### config.mk
export PLATFORM = sky130hd
export DESIGN_NAME = srpm_top
export DESIGN_NICKNAME = d
export VERILOG_FILES = /design/src/core/srpm_pkg.sv /design/src/core/srpm_clkdiv.sv /design/src/core/srpm_shifter.sv /design/src/core/srpm_top.sv
export SDC_FILE = /design/constraint.sdc
export NUM_CORES = 1
export LEC_CHECK = 0
export ABC_AREA = 0
export BUFFER_PORTS_ARGS = -buffer_cell sky130_fd_sc_hd__buf_2
export CORE_UTILIZATION = 50
export DETAILED_ROUTE_END_ITERATION = 8
export PLACE_DENSITY = 0.72
export SYNTH_ARGS = -nofsm -noshare
export SYNTH_HDL_FRONTEND = slang
export SYNTH_SLANG_ARGS = --single-unit
### constraint.sdc
create_clock -name clk -period 6.9 [get_ports clk]
set_clock_uncertainty 0.15 [all_clocks]
set_input_delay 1.38 -clock clk [delete_from_list [all_inputs] [get_ports clk]]
set_output_delay 1.38 -clock clk [all_outputs]
set_load 0.02 [all_outputs]
### src/core/srpm_pkg.sv
// Notes on behaviour
// RQ1: load 64-bit shifter each output frame pulse
// RQ2: tdm shifts chain input through, bit clock
// RQ3: master tdm chain fixed at four devices
// RQ4: only one port may be master
// RQ5: master port divides master clock
// RQ6: master clocks for every output format
// RQ7: decode 3-bit clock mode select
// RQ8: master to 96 kHz, slave 192 kHz
// RQ9: matched-phase ratio sent out, slaves adopt
// RQ10: matched-phase slaves strapped to 100
// RQ11: matched master may run either port master
// RQ12: matched-phase needs 32 bit clocks per subframe
// RQ13: matched-phase works with every output format
// RQ14: ratio in low eight bits, rj high
// RQ15: grounded chain input device is master
// RQ16: bypass routes input samples straight out
// RQ17: no dither in bypass
// RQ18: output format select decode, rj 64 clocks
// RQ19: word width select, dither truncated bits
// RQ20: tdm frame 64 clocks per device
package srpm_pkg;
  localparam int SHIFT_W = 64;
  localparam int SUB_W = 32;
  localparam int SAMPLE_W = 24;
  localparam int RATIO_W = 8;
  localparam int TDM_MASTER_DEVS = 4;
  // axi register byte offsets
  localparam logic [3:0] OFS_CTRL = 4'h0;
  localparam logic [3:0] OFS_STATUS = 4'h4;
  localparam logic [3:0] OFS_RATIO = 4'h8;
  // ctrl fields
  localparam int CTRL_MODE_LSB = 0;
  localparam int CTRL_FMT_LSB = 4;
  localparam int CTRL_WID_LSB = 8;
  localparam int CTRL_BYP_BIT = 12;
  localparam logic [31:0] CTRL_RESET = 32'h0000_0000;
  // axi responses
  localparam logic [1:0] RESP_OKAY = 2'h0;
  localparam logic [1:0] RESP_SLVERR = 2'h2;
  typedef enum logic [1:0] {
    FMT_LJ = 2'b00,
    FMT_I2S = 2'b01,
    FMT_TDM = 2'b10,
    FMT_RJ = 2'b11
  } srpm_fmt_t;
  typedef enum logic [2:0] {
    MM_SLAVE = 3'b000,
    MM_OUT768 = 3'b001,
    MM_OUT512 = 3'b010,
    MM_OUT256 = 3'b011,
    MM_MATCHED = 3'b100,
    MM_IN768 = 3'b101,
    MM_IN512 = 3'b110,
    MM_IN256 = 3'b111
  } srpm_mode_t;
endpackage

### src/core/srpm_clkdiv.sv
`timescale 1ns/1ps
`default_nettype none
module srpm_clkdiv (
  // clock and reset
  input wire logic clk,
  input wire logic resetn,
  // control
  input wire logic enable,
  input wire logic [1:0] ratio_sel,
  input wire logic tdm,
  // derived clocks
  output logic frame_clk_ff,
  output logic bit_clk_ff,
  output logic frame_pulse_ff
);
  // half period of bit clock in master clocks; frame = 64 bits, or 256 in tdm
  logic [9:0] half_ff;
  logic [9:0] nxt_half;
  logic [9:0] cnt_ff;
  logic [8:0] bits_ff;
  logic [8:0] frame_bits;

  ////////////////////////////////////////////////////////////////////////////
  always_comb begin
    // 64 bit clocks per frame: 768->12, 512->8, 256->4 mclk per bit [RQ5]
    case (ratio_sel)
      2'b01: nxt_half = 10'h006;
      2'b10: nxt_half = 10'h004;
      default: nxt_half = 10'h002;
    endcase
    // tdm master: four devices, 256 bits in a 512-clock frame whatever the ratio [RQ3]
    if (tdm) begin
      nxt_half = 10'h001;
    end
    frame_bits = tdm ? 9'(srpm_pkg::SHIFT_W * srpm_pkg::TDM_MASTER_DEVS)
                     : 9'(srpm_pkg::SHIFT_W);
  end

  always_ff @(posedge clk or negedge resetn) begin
    if (!resetn) begin
      half_ff <= 10'h001;
      cnt_ff <= 10'h000;
      bits_ff <= 9'h000;
      bit_clk_ff <= 1'b0;
      frame_clk_ff <= 1'b0;
      frame_pulse_ff <= 1'b0;
    end else begin
      half_ff <= nxt_half;
      frame_pulse_ff <= 1'b0;
      if (!enable) begin
        cnt_ff <= 10'h000;
        bits_ff <= 9'h000;
        bit_clk_ff <= 1'b0;
      end else if (cnt_ff + 10'h001 >= half_ff) begin // [RQ5]
        cnt_ff <= 10'h000;
        bit_clk_ff <= ~bit_clk_ff;
        if (bit_clk_ff) begin
          // falling bit edge advances the bit count [RQ6]
          if (bits_ff + 9'h001 >= frame_bits) begin
            bits_ff <= 9'h000;
            frame_clk_ff <= 1'b0;
            frame_pulse_ff <= 1'b1;
          end else begin
            bits_ff <= bits_ff + 9'h001;
            if (bits_ff + 9'h001 == (frame_bits >> 1)) begin
              frame_clk_ff <= 1'b1;
            end
          end
        end
      end else begin
        cnt_ff <= cnt_ff + 10'h001;
      end
    end
  end
endmodule
`default_nettype wire

### src/core/srpm_shifter.sv
`timescale 1ns/1ps
`default_nettype none
module srpm_shifter #(
  parameter int WIDTH = 64
) (
  // clock and reset
  input wire logic clk,
  input wire logic resetn,
  // control
  input wire logic load,
  input wire logic shift,
  input wire logic [WIDTH-1:0] load_word,
  input wire logic chain_in,
  // state
  output logic [WIDTH-1:0] word_ff
);
  always_ff @(posedge clk or negedge resetn) begin
    if (!resetn) begin
      word_ff <= '0;
    end else if (load) begin
      word_ff <= load_word; // [RQ1]
    end else if (shift) begin
      // msb leaves first, chain input fills lsb so chained devices form one register
      word_ff <= {word_ff[WIDTH-2:0], chain_in}; // [RQ2]
    end
  end
endmodule
`default_nettype wire

### src/core/srpm_top.sv
// The AXI4-Lite slave port and the register offsets were decided locally.
`timescale 1ns/1ps
`default_nettype none
module srpm_top (
  // clock and reset
  input wire logic clk,
  input wire logic resetn,
  // axi4-lite write address
  input wire logic [3:0] s_axi_awaddr,
  input wire logic s_axi_awvalid,
  output logic s_axi_awready,
  // axi4-lite write data
  input wire logic [31:0] s_axi_wdata,
  input wire logic [3:0] s_axi_wstrb,
  input wire logic s_axi_wvalid,
  output logic s_axi_wready,
  // axi4-lite write response
  output logic [1:0] s_axi_bresp,
  output logic s_axi_bvalid,
  input wire logic s_axi_bready,
  // axi4-lite read
  input wire logic [3:0] s_axi_araddr,
  input wire logic s_axi_arvalid,
  output logic s_axi_arready,
  output logic [31:0] s_axi_rdata,
  output logic [1:0] s_axi_rresp,
  output logic s_axi_rvalid,
  input wire logic s_axi_rready,
  // samples from the converter and from the input port
  input wire logic [23:0] conv_left,
  input wire logic [23:0] conv_right,
  input wire logic [23:0] in_left,
  input wire logic [23:0] in_right,
  input wire logic [7:0] measured_ratio,
  input wire logic [23:0] dither_value,
  // output serial port, slave clocks
  input wire logic out_frame_clk_in,
  input wire logic out_bit_clk_in,
  input wire logic in_frame_clk_in,
  input wire logic in_bit_clk_in,
  input wire logic chain_in,
  input wire logic bypass_pin,
  // output serial port pins
  output logic serial_out_data,
  output logic out_frame_clk_out,
  output logic out_bit_clk_out,
  output logic out_clk_oe,
  output logic in_frame_clk_out,
  output logic in_bit_clk_out,
  output logic in_clk_oe,
  // ratio in use by the converter
  output logic [7:0] ratio_used,
  output logic matched_slave
);
  ////////////////////////////////////////////////////////////////////////////
  // register state
  logic [31:0] ctrl_ff;
  logic [7:0] rx_ratio_ff;
  logic [7:0] ratio_ff;
  logic aw_hold_ff;
  logic w_hold_ff;
  logic [3:0] awaddr_ff;
  logic [31:0] wdata_ff;
  logic [3:0] wstrb_ff;

  srpm_pkg::srpm_mode_t mode;
  srpm_pkg::srpm_fmt_t fmt;
  logic [1:0] width_sel;
  logic bypass;
  assign mode = srpm_pkg::srpm_mode_t'(ctrl_ff[srpm_pkg::CTRL_MODE_LSB +: 3]);
  assign fmt = srpm_pkg::srpm_fmt_t'(ctrl_ff[srpm_pkg::CTRL_FMT_LSB +: 2]);
  assign width_sel = ctrl_ff[srpm_pkg::CTRL_WID_LSB +: 2];
  assign bypass = ctrl_ff[srpm_pkg::CTRL_BYP_BIT] | bypass_pin;

  ////////////////////////////////////////////////////////////////////////////
  // clock mode decode
  logic out_master;
  logic in_master;
  logic is_matched;
  logic [1:0] ratio_sel;
  always_comb begin
    out_master = 1'b0;
    in_master = 1'b0;
    is_matched = 1'b0;
    ratio_sel = 2'b00;
    // one encoding per mode makes two masters impossible [RQ4] [RQ7]
    case (mode)
      srpm_pkg::MM_OUT768: begin
        out_master = 1'b1;
        ratio_sel = 2'b01;
      end
      srpm_pkg::MM_OUT512: begin
        out_master = 1'b1;
        ratio_sel = 2'b10;
      end
      srpm_pkg::MM_OUT256: begin
        out_master = 1'b1;
        ratio_sel = 2'b11;
      end
      srpm_pkg::MM_MATCHED: begin
        is_matched = 1'b1;
      end
      srpm_pkg::MM_IN768: begin
        in_master = 1'b1;
        ratio_sel = 2'b01;
      end
      srpm_pkg::MM_IN512: begin
        in_master = 1'b1;
        ratio_sel = 2'b10;
      end
      srpm_pkg::MM_IN256: begin
        in_master = 1'b1;
        ratio_sel = 2'b11;
      end
      default: begin
        out_master = 1'b0;
      end
    endcase
  end

  ////////////////////////////////////////////////////////////////////////////
  // master clock generators
  logic out_fclk;
  logic out_bclk;
  logic out_fpulse;
  logic in_fclk;
  logic in_bclk;
  srpm_clkdiv u_out_div (
    .clk(clk),
    .resetn(resetn),
    .enable(out_master),
    .ratio_sel(ratio_sel),
    .tdm(fmt == srpm_pkg::FMT_TDM),
    .frame_clk_ff(out_fclk),
    .bit_clk_ff(out_bclk),
    .frame_pulse_ff(out_fpulse)
  );
  srpm_clkdiv u_in_div (
    .clk(clk),
    .resetn(resetn),
    .enable(in_master),
    .ratio_sel(ratio_sel),
    .tdm(1'b0),
    .frame_clk_ff(in_fclk),
    .bit_clk_ff(in_bclk),
    .frame_pulse_ff()
  );

  ////////////////////////////////////////////////////////////////////////////
  // output port clocks sampled as synchronous levels
  logic fclk_d_ff;
  logic bclk_d_ff;
  logic fclk_sel;
  logic bclk_sel;
  logic frame_start;
  logic bit_rise;
  logic bit_fall;
  assign fclk_sel = out_master ? out_fclk : out_frame_clk_in;
  assign bclk_sel = out_master ? out_bclk : out_bit_clk_in;
  assign frame_start = out_master ? out_fpulse : (fclk_d_ff & ~fclk_sel);
  assign bit_rise = bclk_sel & ~bclk_d_ff;
  assign bit_fall = ~bclk_sel & bclk_d_ff;

  always_ff @(posedge clk or negedge resetn) begin
    if (!resetn) begin
      fclk_d_ff <= 1'b0;
      bclk_d_ff <= 1'b0;
    end else begin
      fclk_d_ff <= fclk_sel;
      bclk_d_ff <= bclk_sel;
    end
  end

  ////////////////////////////////////////////////////////////////////////////
  // word assembly
  function automatic logic [31:0] pack_sub(input logic [23:0] smp, input logic [1:0] wsel,
                                           input logic dith, input logic [23:0] dv,
                                           input logic rj, input logic [7:0] ratio);
    logic [23:0] mask;
    logic [23:0] w;
    mask = 24'hFFFFFF;
    case (wsel)
      2'b01: mask = 24'hFFFFF0;
      2'b10: mask = 24'hFFFFC0;
      2'b11: mask = 24'hFFFF00;
      default: mask = 24'hFFFFFF;
    endcase
    // dither fills truncated bits before rounding off [RQ19]
    w = dith ? ((smp + (dv & ~mask)) & mask) : (smp & mask);
    // ratio in low eight bits, rj puts it high [RQ14] [RQ18]
    pack_sub = rj ? {ratio, w} : {w, ratio};
  endfunction

  logic [23:0] src_l;
  logic [23:0] src_r;
  logic dith_en;
  logic is_rj;
  logic [7:0] tx_ratio;
  logic [63:0] load_word;
  assign src_l = bypass ? in_left : conv_left; // [RQ16]
  assign src_r = bypass ? in_right : conv_right; // [RQ16]
  // bypass data is still cut to the selected width but is never dithered [RQ17]
  assign dith_en = ~bypass & (width_sel != 2'b00); // [RQ17] [RQ19]
  assign is_rj = (fmt == srpm_pkg::FMT_RJ); // [RQ18]
  // matched-phase master sends its own ratio; slave forwards nothing [RQ9] [RQ13]
  assign tx_ratio = is_matched ? 8'h00 : ratio_ff;
  assign load_word = {pack_sub(src_l, width_sel, dith_en, dither_value, is_rj, tx_ratio),
                      pack_sub(src_r, width_sel, dith_en, dither_value, is_rj, tx_ratio)};

  ////////////////////////////////////////////////////////////////////////////
  // 64-bit parallel load shift register
  logic [63:0] shreg;
  srpm_shifter #(
    .WIDTH(srpm_pkg::SHIFT_W)
  ) u_shift (
    .clk(clk),
    .resetn(resetn),
    .load(frame_start),
    .shift(bit_fall),
    .load_word(load_word),
    .chain_in(chain_in),
    .word_ff(shreg)
  ); // [RQ1] [RQ2] [RQ20]

  ////////////////////////////////////////////////////////////////////////////
  // matched-phase slave capture of the ratio from chain input
  logic [5:0] rx_bit_ff;
  logic [31:0] rx_sh_ff;
  always_ff @(posedge clk or negedge resetn) begin
    if (!resetn) begin
      rx_bit_ff <= 6'h00;
      rx_sh_ff <= 32'h0000_0000;
      rx_ratio_ff <= 8'h00;
    end else if (frame_start) begin
      rx_bit_ff <= 6'h00;
    end else if (bit_rise) begin
      rx_sh_ff <= {rx_sh_ff[30:0], chain_in};
      // fixed 32 bit clocks per subframe locate the ratio byte [RQ12]
      if (rx_bit_ff == 6'h1F) begin
        rx_ratio_ff <= is_rj ? rx_sh_ff[30:23] : {rx_sh_ff[6:0], chain_in}; // [RQ9] [RQ14]
      end
      rx_bit_ff <= rx_bit_ff + 6'h01;
    end
  end

  // strapped 100 makes this device adopt the received ratio [RQ10] [RQ15]
  always_ff @(posedge clk or negedge resetn) begin
    if (!resetn) begin
      ratio_ff <= 8'h00;
    end else begin
      ratio_ff <= is_matched ? rx_ratio_ff : measured_ratio; // [RQ9] [RQ11]
    end
  end

  ////////////////////////////////////////////////////////////////////////////
  // pin outputs from flip-flops
  always_ff @(posedge clk or negedge resetn) begin
    if (!resetn) begin
      serial_out_data <= 1'b0;
      out_frame_clk_out <= 1'b0;
      out_bit_clk_out <= 1'b0;
      out_clk_oe <= 1'b0;
      in_frame_clk_out <= 1'b0;
      in_bit_clk_out <= 1'b0;
      in_clk_oe <= 1'b0;
      ratio_used <= 8'h00;
      matched_slave <= 1'b0;
    end else begin
      serial_out_data <= shreg[63]; // [RQ2]
      out_frame_clk_out <= out_fclk; // [RQ5] [RQ6]
      out_bit_clk_out <= out_bclk;
      out_clk_oe <= out_master; // [RQ4]
      in_frame_clk_out <= in_fclk;
      in_bit_clk_out <= in_bclk;
      in_clk_oe <= in_master; // [RQ4]
      ratio_used <= ratio_ff;
      matched_slave <= is_matched;
    end
  end

  ////////////////////////////////////////////////////////////////////////////
  // axi4-lite slave: one answer cycle after both halves arrive
  logic do_wr;
  assign do_wr = aw_hold_ff & w_hold_ff & ~s_axi_bvalid;
  always_ff @(posedge clk or negedge resetn) begin
    if (!resetn) begin
      aw_hold_ff <= 1'b0;
      w_hold_ff <= 1'b0;
      awaddr_ff <= 4'h0;
      wdata_ff <= 32'h0000_0000;
      wstrb_ff <= 4'h0;
      s_axi_awready <= 1'b0;
      s_axi_wready <= 1'b0;
      s_axi_bvalid <= 1'b0;
      s_axi_bresp <= srpm_pkg::RESP_OKAY;
      ctrl_ff <= srpm_pkg::CTRL_RESET;
    end else begin
      s_axi_awready <= ~aw_hold_ff & ~s_axi_awready & s_axi_awvalid;
      s_axi_wready <= ~w_hold_ff & ~s_axi_wready & s_axi_wvalid;
      if (s_axi_awvalid & s_axi_awready) begin
        aw_hold_ff <= 1'b1;
        awaddr_ff <= s_axi_awaddr;
      end
      if (s_axi_wvalid & s_axi_wready) begin
        w_hold_ff <= 1'b1;
        wdata_ff <= s_axi_wdata;
        wstrb_ff <= s_axi_wstrb;
      end
      if (do_wr) begin
        aw_hold_ff <= 1'b0;
        w_hold_ff <= 1'b0;
        s_axi_bvalid <= 1'b1;
        if ({awaddr_ff[3:2], 2'b00} == srpm_pkg::OFS_CTRL) begin
          for (int i = 0; i < 4; i++) begin
            if (wstrb_ff[i]) begin
              ctrl_ff[i*8 +: 8] <= wdata_ff[i*8 +: 8];
            end
          end
          s_axi_bresp <= srpm_pkg::RESP_OKAY;
        end else begin
          s_axi_bresp <= srpm_pkg::RESP_SLVERR;
        end
      end else if (s_axi_bvalid & s_axi_bready) begin
        s_axi_bvalid <= 1'b0;
      end
    end
  end

  always_ff @(posedge clk or negedge resetn) begin
    if (!resetn) begin
      s_axi_arready <= 1'b0;
      s_axi_rvalid <= 1'b0;
      s_axi_rdata <= 32'h0000_0000;
      s_axi_rresp <= srpm_pkg::RESP_OKAY;
    end else begin
      s_axi_arready <= ~s_axi_arready & ~s_axi_rvalid & s_axi_arvalid;
      if (s_axi_arvalid & s_axi_arready) begin
        s_axi_rvalid <= 1'b1;
        s_axi_rresp <= srpm_pkg::RESP_OKAY;
        case ({s_axi_araddr[3:2], 2'b00})
          srpm_pkg::OFS_CTRL: s_axi_rdata <= ctrl_ff;
          srpm_pkg::OFS_STATUS: s_axi_rdata <= {26'h0, bypass, is_matched, in_master,
                                                out_master, 2'b00};
          srpm_pkg::OFS_RATIO: s_axi_rdata <= {24'h0, ratio_ff};
          default: begin
            s_axi_rdata <= 32'h0000_0000;
            s_axi_rresp <= srpm_pkg::RESP_SLVERR;
          end
        endcase
      end else if (s_axi_rvalid & s_axi_rready) begin
        s_axi_rvalid <= 1'b0;
      end
    end
  end

  ////////////////////////////////////////////////////////////////////////////
  // checks
  a_one_master: assert property (@(posedge clk) disable iff (!resetn)
    !(out_clk_oe && in_clk_oe)) else $error("both ports master"); // [RQ4]
  a_load_frame: assert property (@(posedge clk) disable iff (!resetn)
    frame_start |=> shreg == $past(load_word)) else $error("no parallel load"); // [RQ1]
  a_shift_chain: assert property (@(posedge clk) disable iff (!resetn)
    (bit_fall && !frame_start) |=> shreg[0] == $past(chain_in)) else $error("bad shift"); // [RQ2]
  a_serial_msb: assert property (@(posedge clk) disable iff (!resetn)
    ##1 serial_out_data == $past(shreg[63])) else $error("serial out wrong"); // [RQ2]
  a_bypass_nodith: assert property (@(posedge clk) disable iff (!resetn)
    bypass |-> !dith_en) else $error("dither in bypass"); // [RQ17]
  a_bypass_path: assert property (@(posedge clk) disable iff (!resetn)
    (bypass && width_sel == 2'b00 && !is_rj) |-> load_word[63:40] == in_left)
    else $error("bypass data altered"); // [RQ16]
  a_matched_ratio: assert property (@(posedge clk) disable iff (!resetn)
    (is_matched && $stable(rx_ratio_ff)) |=> ratio_ff == $past(rx_ratio_ff))
    else $error("slave ignores ratio"); // [RQ9]
  a_mode_oe: assert property (@(posedge clk) disable iff (!resetn)
    (mode == srpm_pkg::MM_OUT512) |=> out_clk_oe) else $error("out master not driven"); // [RQ7]
  a_ratio_low: assert property (@(posedge clk) disable iff (!resetn)
    !is_rj |-> load_word[7:0] == tx_ratio) else $error("ratio not in low byte"); // [RQ14]
endmodule
`default_nettype wire

==> results.toml, run 1 <==
[status]
status = "completed"

[hold_path]
min_from = "u_in_div.frame_clk_ff"
hold_path_depth = 0
hold_end = "in_frame_clk_out"
hp-class = "reg2reg"

[critical_path]
r2r_end = "u_shift.word_ff[18]"
rr_worst_depth = 11
crit_required_ps = 7140
crit_fanout = 45
criticalPathCategory = "in2reg"
ff2ff_setup_slack_ps = 2230
critPathLaunchType = "input pin"
rr_startpoint = "ctrl_ff[12]"
endpoint_kind = "register"
worst-endpoint-arrival_ps = 5210

[sta]
setup_violations = 0
hold_slack_ps = 236.8
post-route-period-util_pct = 72.06
max-slew-margin-rel_pct = 22.35
tightest_slew_ps = 1135
fin_setup_tns_ps = 0
hold_violations = 0
finalCriticalPeriod_ps = 4972
clock.fmax_mhz = 201.1
grt_setup_unrepaired = "no"
finalMaxSlewViolations = 0

[floorplanning]
ioPinCount = 242
die_h_um = 175.9
die_x_um = 175.9
initial_utilization_pct = 50.87
core_area_um2 = 29720
dieArea_um2 = 30930
num_rows = 63

[clock_tree]
cts.repair.resized = 0
cts_tree = "done"
postCtsSetupBuffers = 0
clk_pin_slew_ps = 60
clockBufferDepth = 3
cts_made_buffers = 31
hold_buffers = 0
clock-sinks = 295
clk_latency_ps = 560
clock-root-buffer = "clkbuf_16"
ctsHtreeMaxLevel = 1

[yosys]
synthArstFlopShare_pct = 100.0
synth_area_um2 = 15120
ys_warn_count = 0
syn_inst = 1454
ys_seq_area_share_pct = 48.85
synth-edff-count = 0
ys_types = 80
ys_ff_latch = 295
synth_ff_type = "dfrtp_1"
ys_top_cells_by_area = "dfrtp_1 49%, mux2_2 8.5%, nand2_1 5.3%, mux2i_1 4.6%, ha_1 2.9%"
yosysTopAreaCell = "dfrtp_1"
syn_avg_cell_area_um2 = 10.40
synth_top_area_share_pct = 48.51

[pwr]
p_leak_nw = 8.374
powerDensity_nw_per_um2 = 396.3
ir_drop_mv = 0.2657

[global_route]
grt_antenna_before_repair = 2
grt_pass1_wl_um = 61870
grt_remaining_overflow = 0
grt_pass1_vias = 11860
grt_use_total_pct = 25.11
grt_max_degree = 118

[place]
gp_congestion = 0.9399
port-buffer-count = 217
place_hpwl_um = 27650
placed_cell_area_um2 = 16590

[final_layout]
n_antenna_cell = 0
fin_area_um2 = 17640
fin_nets = 1881
fillers = 2501
area_growth_pct = 16.67
drive_gt1_share_pct = 24.88

[job]
drv_cap = 0

[detailed_routing]
num_vias = 12100
viasPerCell = 5.846
drtPass1Iterations = 5
drt-initial-drc-count = 879
wl_per_cell_um = 18.77
ant_nets = 0
drc_errors = 0
drt_wl_total_um = 38850
[worst max path at each step]
stage	startpoint	endpoint	slack, ps	cells after the start
after global routing	bypass_pin	u_shift.word_ff[18]	1650	12
after global placement	bypass_pin	u_shift.word_ff[15]	1500	13
after detailed placement	bypass_pin	u_shift.word_ff[18]	1420	12
after CTS	bypass_pin	u_shift.word_ff[18]	1990	12
after floorplan	bypass_pin	u_shift.word_ff[18]	1680	17
final	bypass_pin	u_shift.word_ff[18]	1930	12
[per-stage QoR]
step / setup WS [ps] / util [%] / instances / power (mW)
floorplan: 1684 / - / 1470 / 4.540
global placement: 1499 / 55.82 / 2016 / 5.201
detailed placement: 1418 / 55.82 / 2016 / 5.306
CTS: 1987 / 59.34 / 2070 / 7.020
global route: 1651 / 59.34 / 2070 / 7.438
finish: 1928 / 59.34 / 2070 / 6.990
[report_power, final]
group | switching, mW | internal, mW | total [mW]
logic | 1.51 | 1.07 | 2.58
registers | 0.398 | 2.32 | 2.72
clock network | 0.669 | 1.02 | 1.69
[flip-flops by register name, summed over array words and instances (netlist names), 4 cells and up]
name,count
rx_sh_ff,31
ctrl_ff,32
wstrb_ff,4
u_out_div.cnt_ff,10
u_out_div.bits_ff,9
ratio_used,8
u_shift.word_ff,64
s_axi_rdata,32
u_in_div.cnt_ff,10
u_in_div.bits_ff,9
rx_ratio_ff,8
ratio_ff,8
rx_bit_ff,6
wdata_ff,32
[critical path, stage by stage]
cell and delay [ps]:
buf_2 300, or2_2 210, buf_4 470, mux2i_1 260, fa_1 440, nor2b_1 110, o21ai_0 140, a221oi_2 690
o211ai_2 310, or4_1 590, a31oi_1 210, a32oi_1 90
[area by class of cell]
class | instances | area, um^2 | share of cell area, %
timing repair buffer | 232 | 1209 | 6.853
clock buffer | 45 | 908.4 | 5.151
multi-input combinational | 1065 | 7380 | 41.84
sequential | 295 | 7385 | 41.87
tap | 390 | 488.0 | 2.767
inverter | 34 | 127.6 | 0.7237
clock inverter | 9 | 138.9 | 0.7875
[placed cells by master, fill, tap and decap left out, types with 8 or more instances in the layout]
cell type and instances:
xnor2_1 23, a31oi_1 37, nand3_1 37, buf_4 15
nand4_1 17, clkbuf_16 31, a22o_1 30, a221oi_1 19
mux2i_1 69, nor2b_1 9, a211o_1 8, nor3b_1 8
or3_1 14, inv_1 33, o21ai_0 51, buf_2 216
ha_1 35, xor2_1 17, o211ai_1 21, dfrtp_1 293
and3_1 18, and2_1 21, nor3_1 21, clkbuf_8 8
nand2_1 213, nor2_1 75, a21oi_1 51, conb_1 17
mux2_2 114
[synthesized netlist by cell type (all sizes together) (23+ instances only)]
library cell    n
dfrtp         293
nand2         213
mux2          114
nor2           76
mux2i          71
clkbuf         59
o21ai          55
a21oi          51
a31oi          37
nand3          37
ha             35
inv            34
a22o           30
nor3           23
xnor2          23
[per-layer routing]
metal,vias up,global-route usage (%),share of wire [%]
li1,5681,-,-
met1,5942,32.63,42
met2,395,41.55,48
met3,80,5.909,7.5
met4,4,7.681,2.7
met5,-,0,0.067
[logic make-up after synthesis]
kind of cell    Yosys count  share of synthesized area (%)
compound gates          304                          14.41
xor+xnor                 40                          2.318
fa+ha+maj                38                          3.228
buf+inv                 110                          2.864
flops                   295                          48.85
mux                     185                          13.22
other cells               1                        0.02481
simple gates            481                          15.08
No activity file was read; power rests on OpenSTA's default activity.
==> run 2, diff against run 1 <==
- PLACE_DENSITY: 0.72 -> 0.75
- clock period: 6.9 -> 4.5 ns (I/O delays scaled with it)
==> run 2 against run 1 <==
  * Combinational power is 60% higher
  * Total power is 53% higher
  * Wire length is 0.19% lower
  * Core utilization is 0.36 points higher
  * Largest power group is now combinational logic
  * Highest routed layer is now met4
==> results.toml, run 2 (same netlist as run 1, synthesis figures left out) <==
[final_layout]
final_cell_mix = "293 x dfrtp_1, 216 x buf_2, 213 x nand2_1, 114 x mux2_2, 75 x nor2_1"
post-route-util_pct = 59.70
largest_reg_flops = 64
drive_gt1_share_pct = 25.72
fin_nets = 1897
final-seq-area_um2 = 7385
fillers = 2475
fin_area_um2 = 17740
multi_input_area_um2 = 7385
final_common_cell = "dfrtp_1"
largest_register = "u_shift.word_ff"
area_growth_pct = 17.37

[global_route]
grt_pass1_vias = 11830
grt_max_degree = 130
grt_use_total_pct = 24.87
grt_antenna_before_repair = 1
grt_pass1_wl_um = 61120
grt_remaining_overflow = 0

[detailed_routing]
ant_nets = 0
drc_errors = 0
wl_per_cell_um = 18.55
drtPass1Iterations = 7
viasPerCell = 5.823
drt_wl_total_um = 38770
num_vias = 12170
drt-initial-drc-count = 820

[sta]
max-slew-margin-rel_pct = 31.73
clock.fmax_mhz = 250.0
setup_violations = 0
finalCriticalPeriod_ps = 4001
grt_setup_unrepaired = "no"
fin_setup_tns_ps = 0
hold_violations = 0
tightest_slew_ps = 1024
finalMaxSlewViolations = 0
post-route-period-util_pct = 88.90

[critical_path]
crit_fanout = 20
cp_common_cell = "nand2_1"
r2r_end = "u_shift.word_ff[18]"
rr_startpoint = "ctrl_ff[12]"
ff2ff_setup_slack_ps = 500
critPathLaunchType = "register"
path_cells = "buf_4 -> nor2_4 -> nand2_1 -> nand2_1 -> ha_1 -> inv_1 -> fa_1 -> nor2b_1 -> o21ai_0 -> a221oi_2 -> o211ai_2 -> or4_1 -> a31oi_1 -> a32oi_1"
worst-endpoint-arrival_ps = 4240
path_buf_inv = 2
crit_required_ps = 4740
critical_path.top_delay_family = "simple AND/OR/NAND/NOR gates"
max_stage_delay_ps = 590
cpMaxStageDelayCell = "or4_1"
criticalPathCategory = "reg2reg"
endpoint_kind = "register"
rr_worst_depth = 14

[pwr]
p_leak_nw = 8.436
ir_drop_mv = 0.4110
powerDensity_nw_per_um2 = 603.5

[floorplanning]
core_area_um2 = 29720
die_x_um = 175.9
num_rows = 63
dieArea_um2 = 30930
initial_utilization_pct = 50.87
ioPinCount = 242
die_h_um = 175.9

[status]
status = "completed"

[clock_tree]
cts_made_buffers = 30
clk_pin_slew_ps = 60
clockBufferDepth = 3
cts.repair.resized = 0
postCtsSetupBuffers = 0
ctsHtreeMaxLevel = 1
clock-sinks = 295
cts_tree = "done"
hold_buffers = 0
clock-root-buffer = "clkbuf_16"
clk_latency_ps = 560

[place]
place_hpwl_um = 28030
placed_cell_area_um2 = 16760
port-buffer-count = 217
gp_congestion = 0.9244

[job]
drv_cap = 0

[hold_path]
hp-class = "reg2reg"
hold_end = "in_frame_clk_out"
min_from = "u_in_div.frame_clk_ff"
hold_path_depth = 0
run 2: cell types whose count changed in the layout (fill, tap and decap cells not counted), sizes merged, moves of 3 or more:
cell and change:
clkinv +6, buf +17, clkinvlp +3, clkbuf -5
run 2: per-stage QoR:
stage | std cells | setup WS [ps] | hold WS, ps | power [mW]
after floorplan | 1470 | 4.434 | 203.4 | 6.966
after global placement | 2033 | 211.8 | 219.5 | 8.062
after detailed placement | 2033 | 133.7 | 228.3 | 8.239
after CTS | 2089 | 532.4 | 255.7 | 10.73
after global routing | 2089 | 279.5 | 270.7 | 11.37
final | 2090 | 499.4 | 251.8 | 10.71
run 2: worst reg2reg max path, stage by stage, from the launching register on:
cell and delay (ps):
dfrtp_1 420, buf_4 230, nor2_4 230, nand2_1 80, nand2_1 200, ha_1 230, inv_1 60, fa_1 360
nor2b_1 110, o21ai_0 140, a221oi_2 500, o211ai_2 260, or4_1 590, a31oi_1 200, a32oi_1 80
run 2: worst max path at each step:
stage	start	endpoint	slack (ps)	cells past startpoint
after floorplan	bypass_pin	u_shift.word_ff[18]	4	16
after global placement	bypass_pin	u_shift.word_ff[60]	210	14
after detailed placement	bypass_pin	u_shift.word_ff[54]	130	14
after CTS	ctrl_ff[12]	u_shift.word_ff[18]	530	14
after global routing	ctrl_ff[12]	u_shift.word_ff[18]	280	14
final	ctrl_ff[12]	u_shift.word_ff[18]	500	14
run 2: power by group:
part / internal (mW) / switching [mW] / total (mW)
Combinational: 1.73 / 2.40 / 4.13
Clock: 1.41 / 1.04 / 2.45
Sequential: 3.56 / 0.558 / 4.12
Total: 6.70 / 4.00 / 10.7
run 2: layout make-up:
type                            instances  area share [%]
Tap cell                              390           2.750
Timing Repair Buffer                  249           7.743
Clock buffer                           40           4.669
Multi-Input combinational cell       1065           41.62
Clock inverter                         16          0.8604
Sequential cell                       295           41.62
Inverter                               34          0.7193
Antenna cell                            1         0.01410
run 2: per-layer routing:
metal  part of all wire, %  global-route usage, %  vias up
met1                    40                  31.52     5970
met5                     0                      0        -
met3                   8.0                  6.429       89
li1                      -                      -     5711
met4                   3.4                  8.152        0
met2                    48                  41.39      400
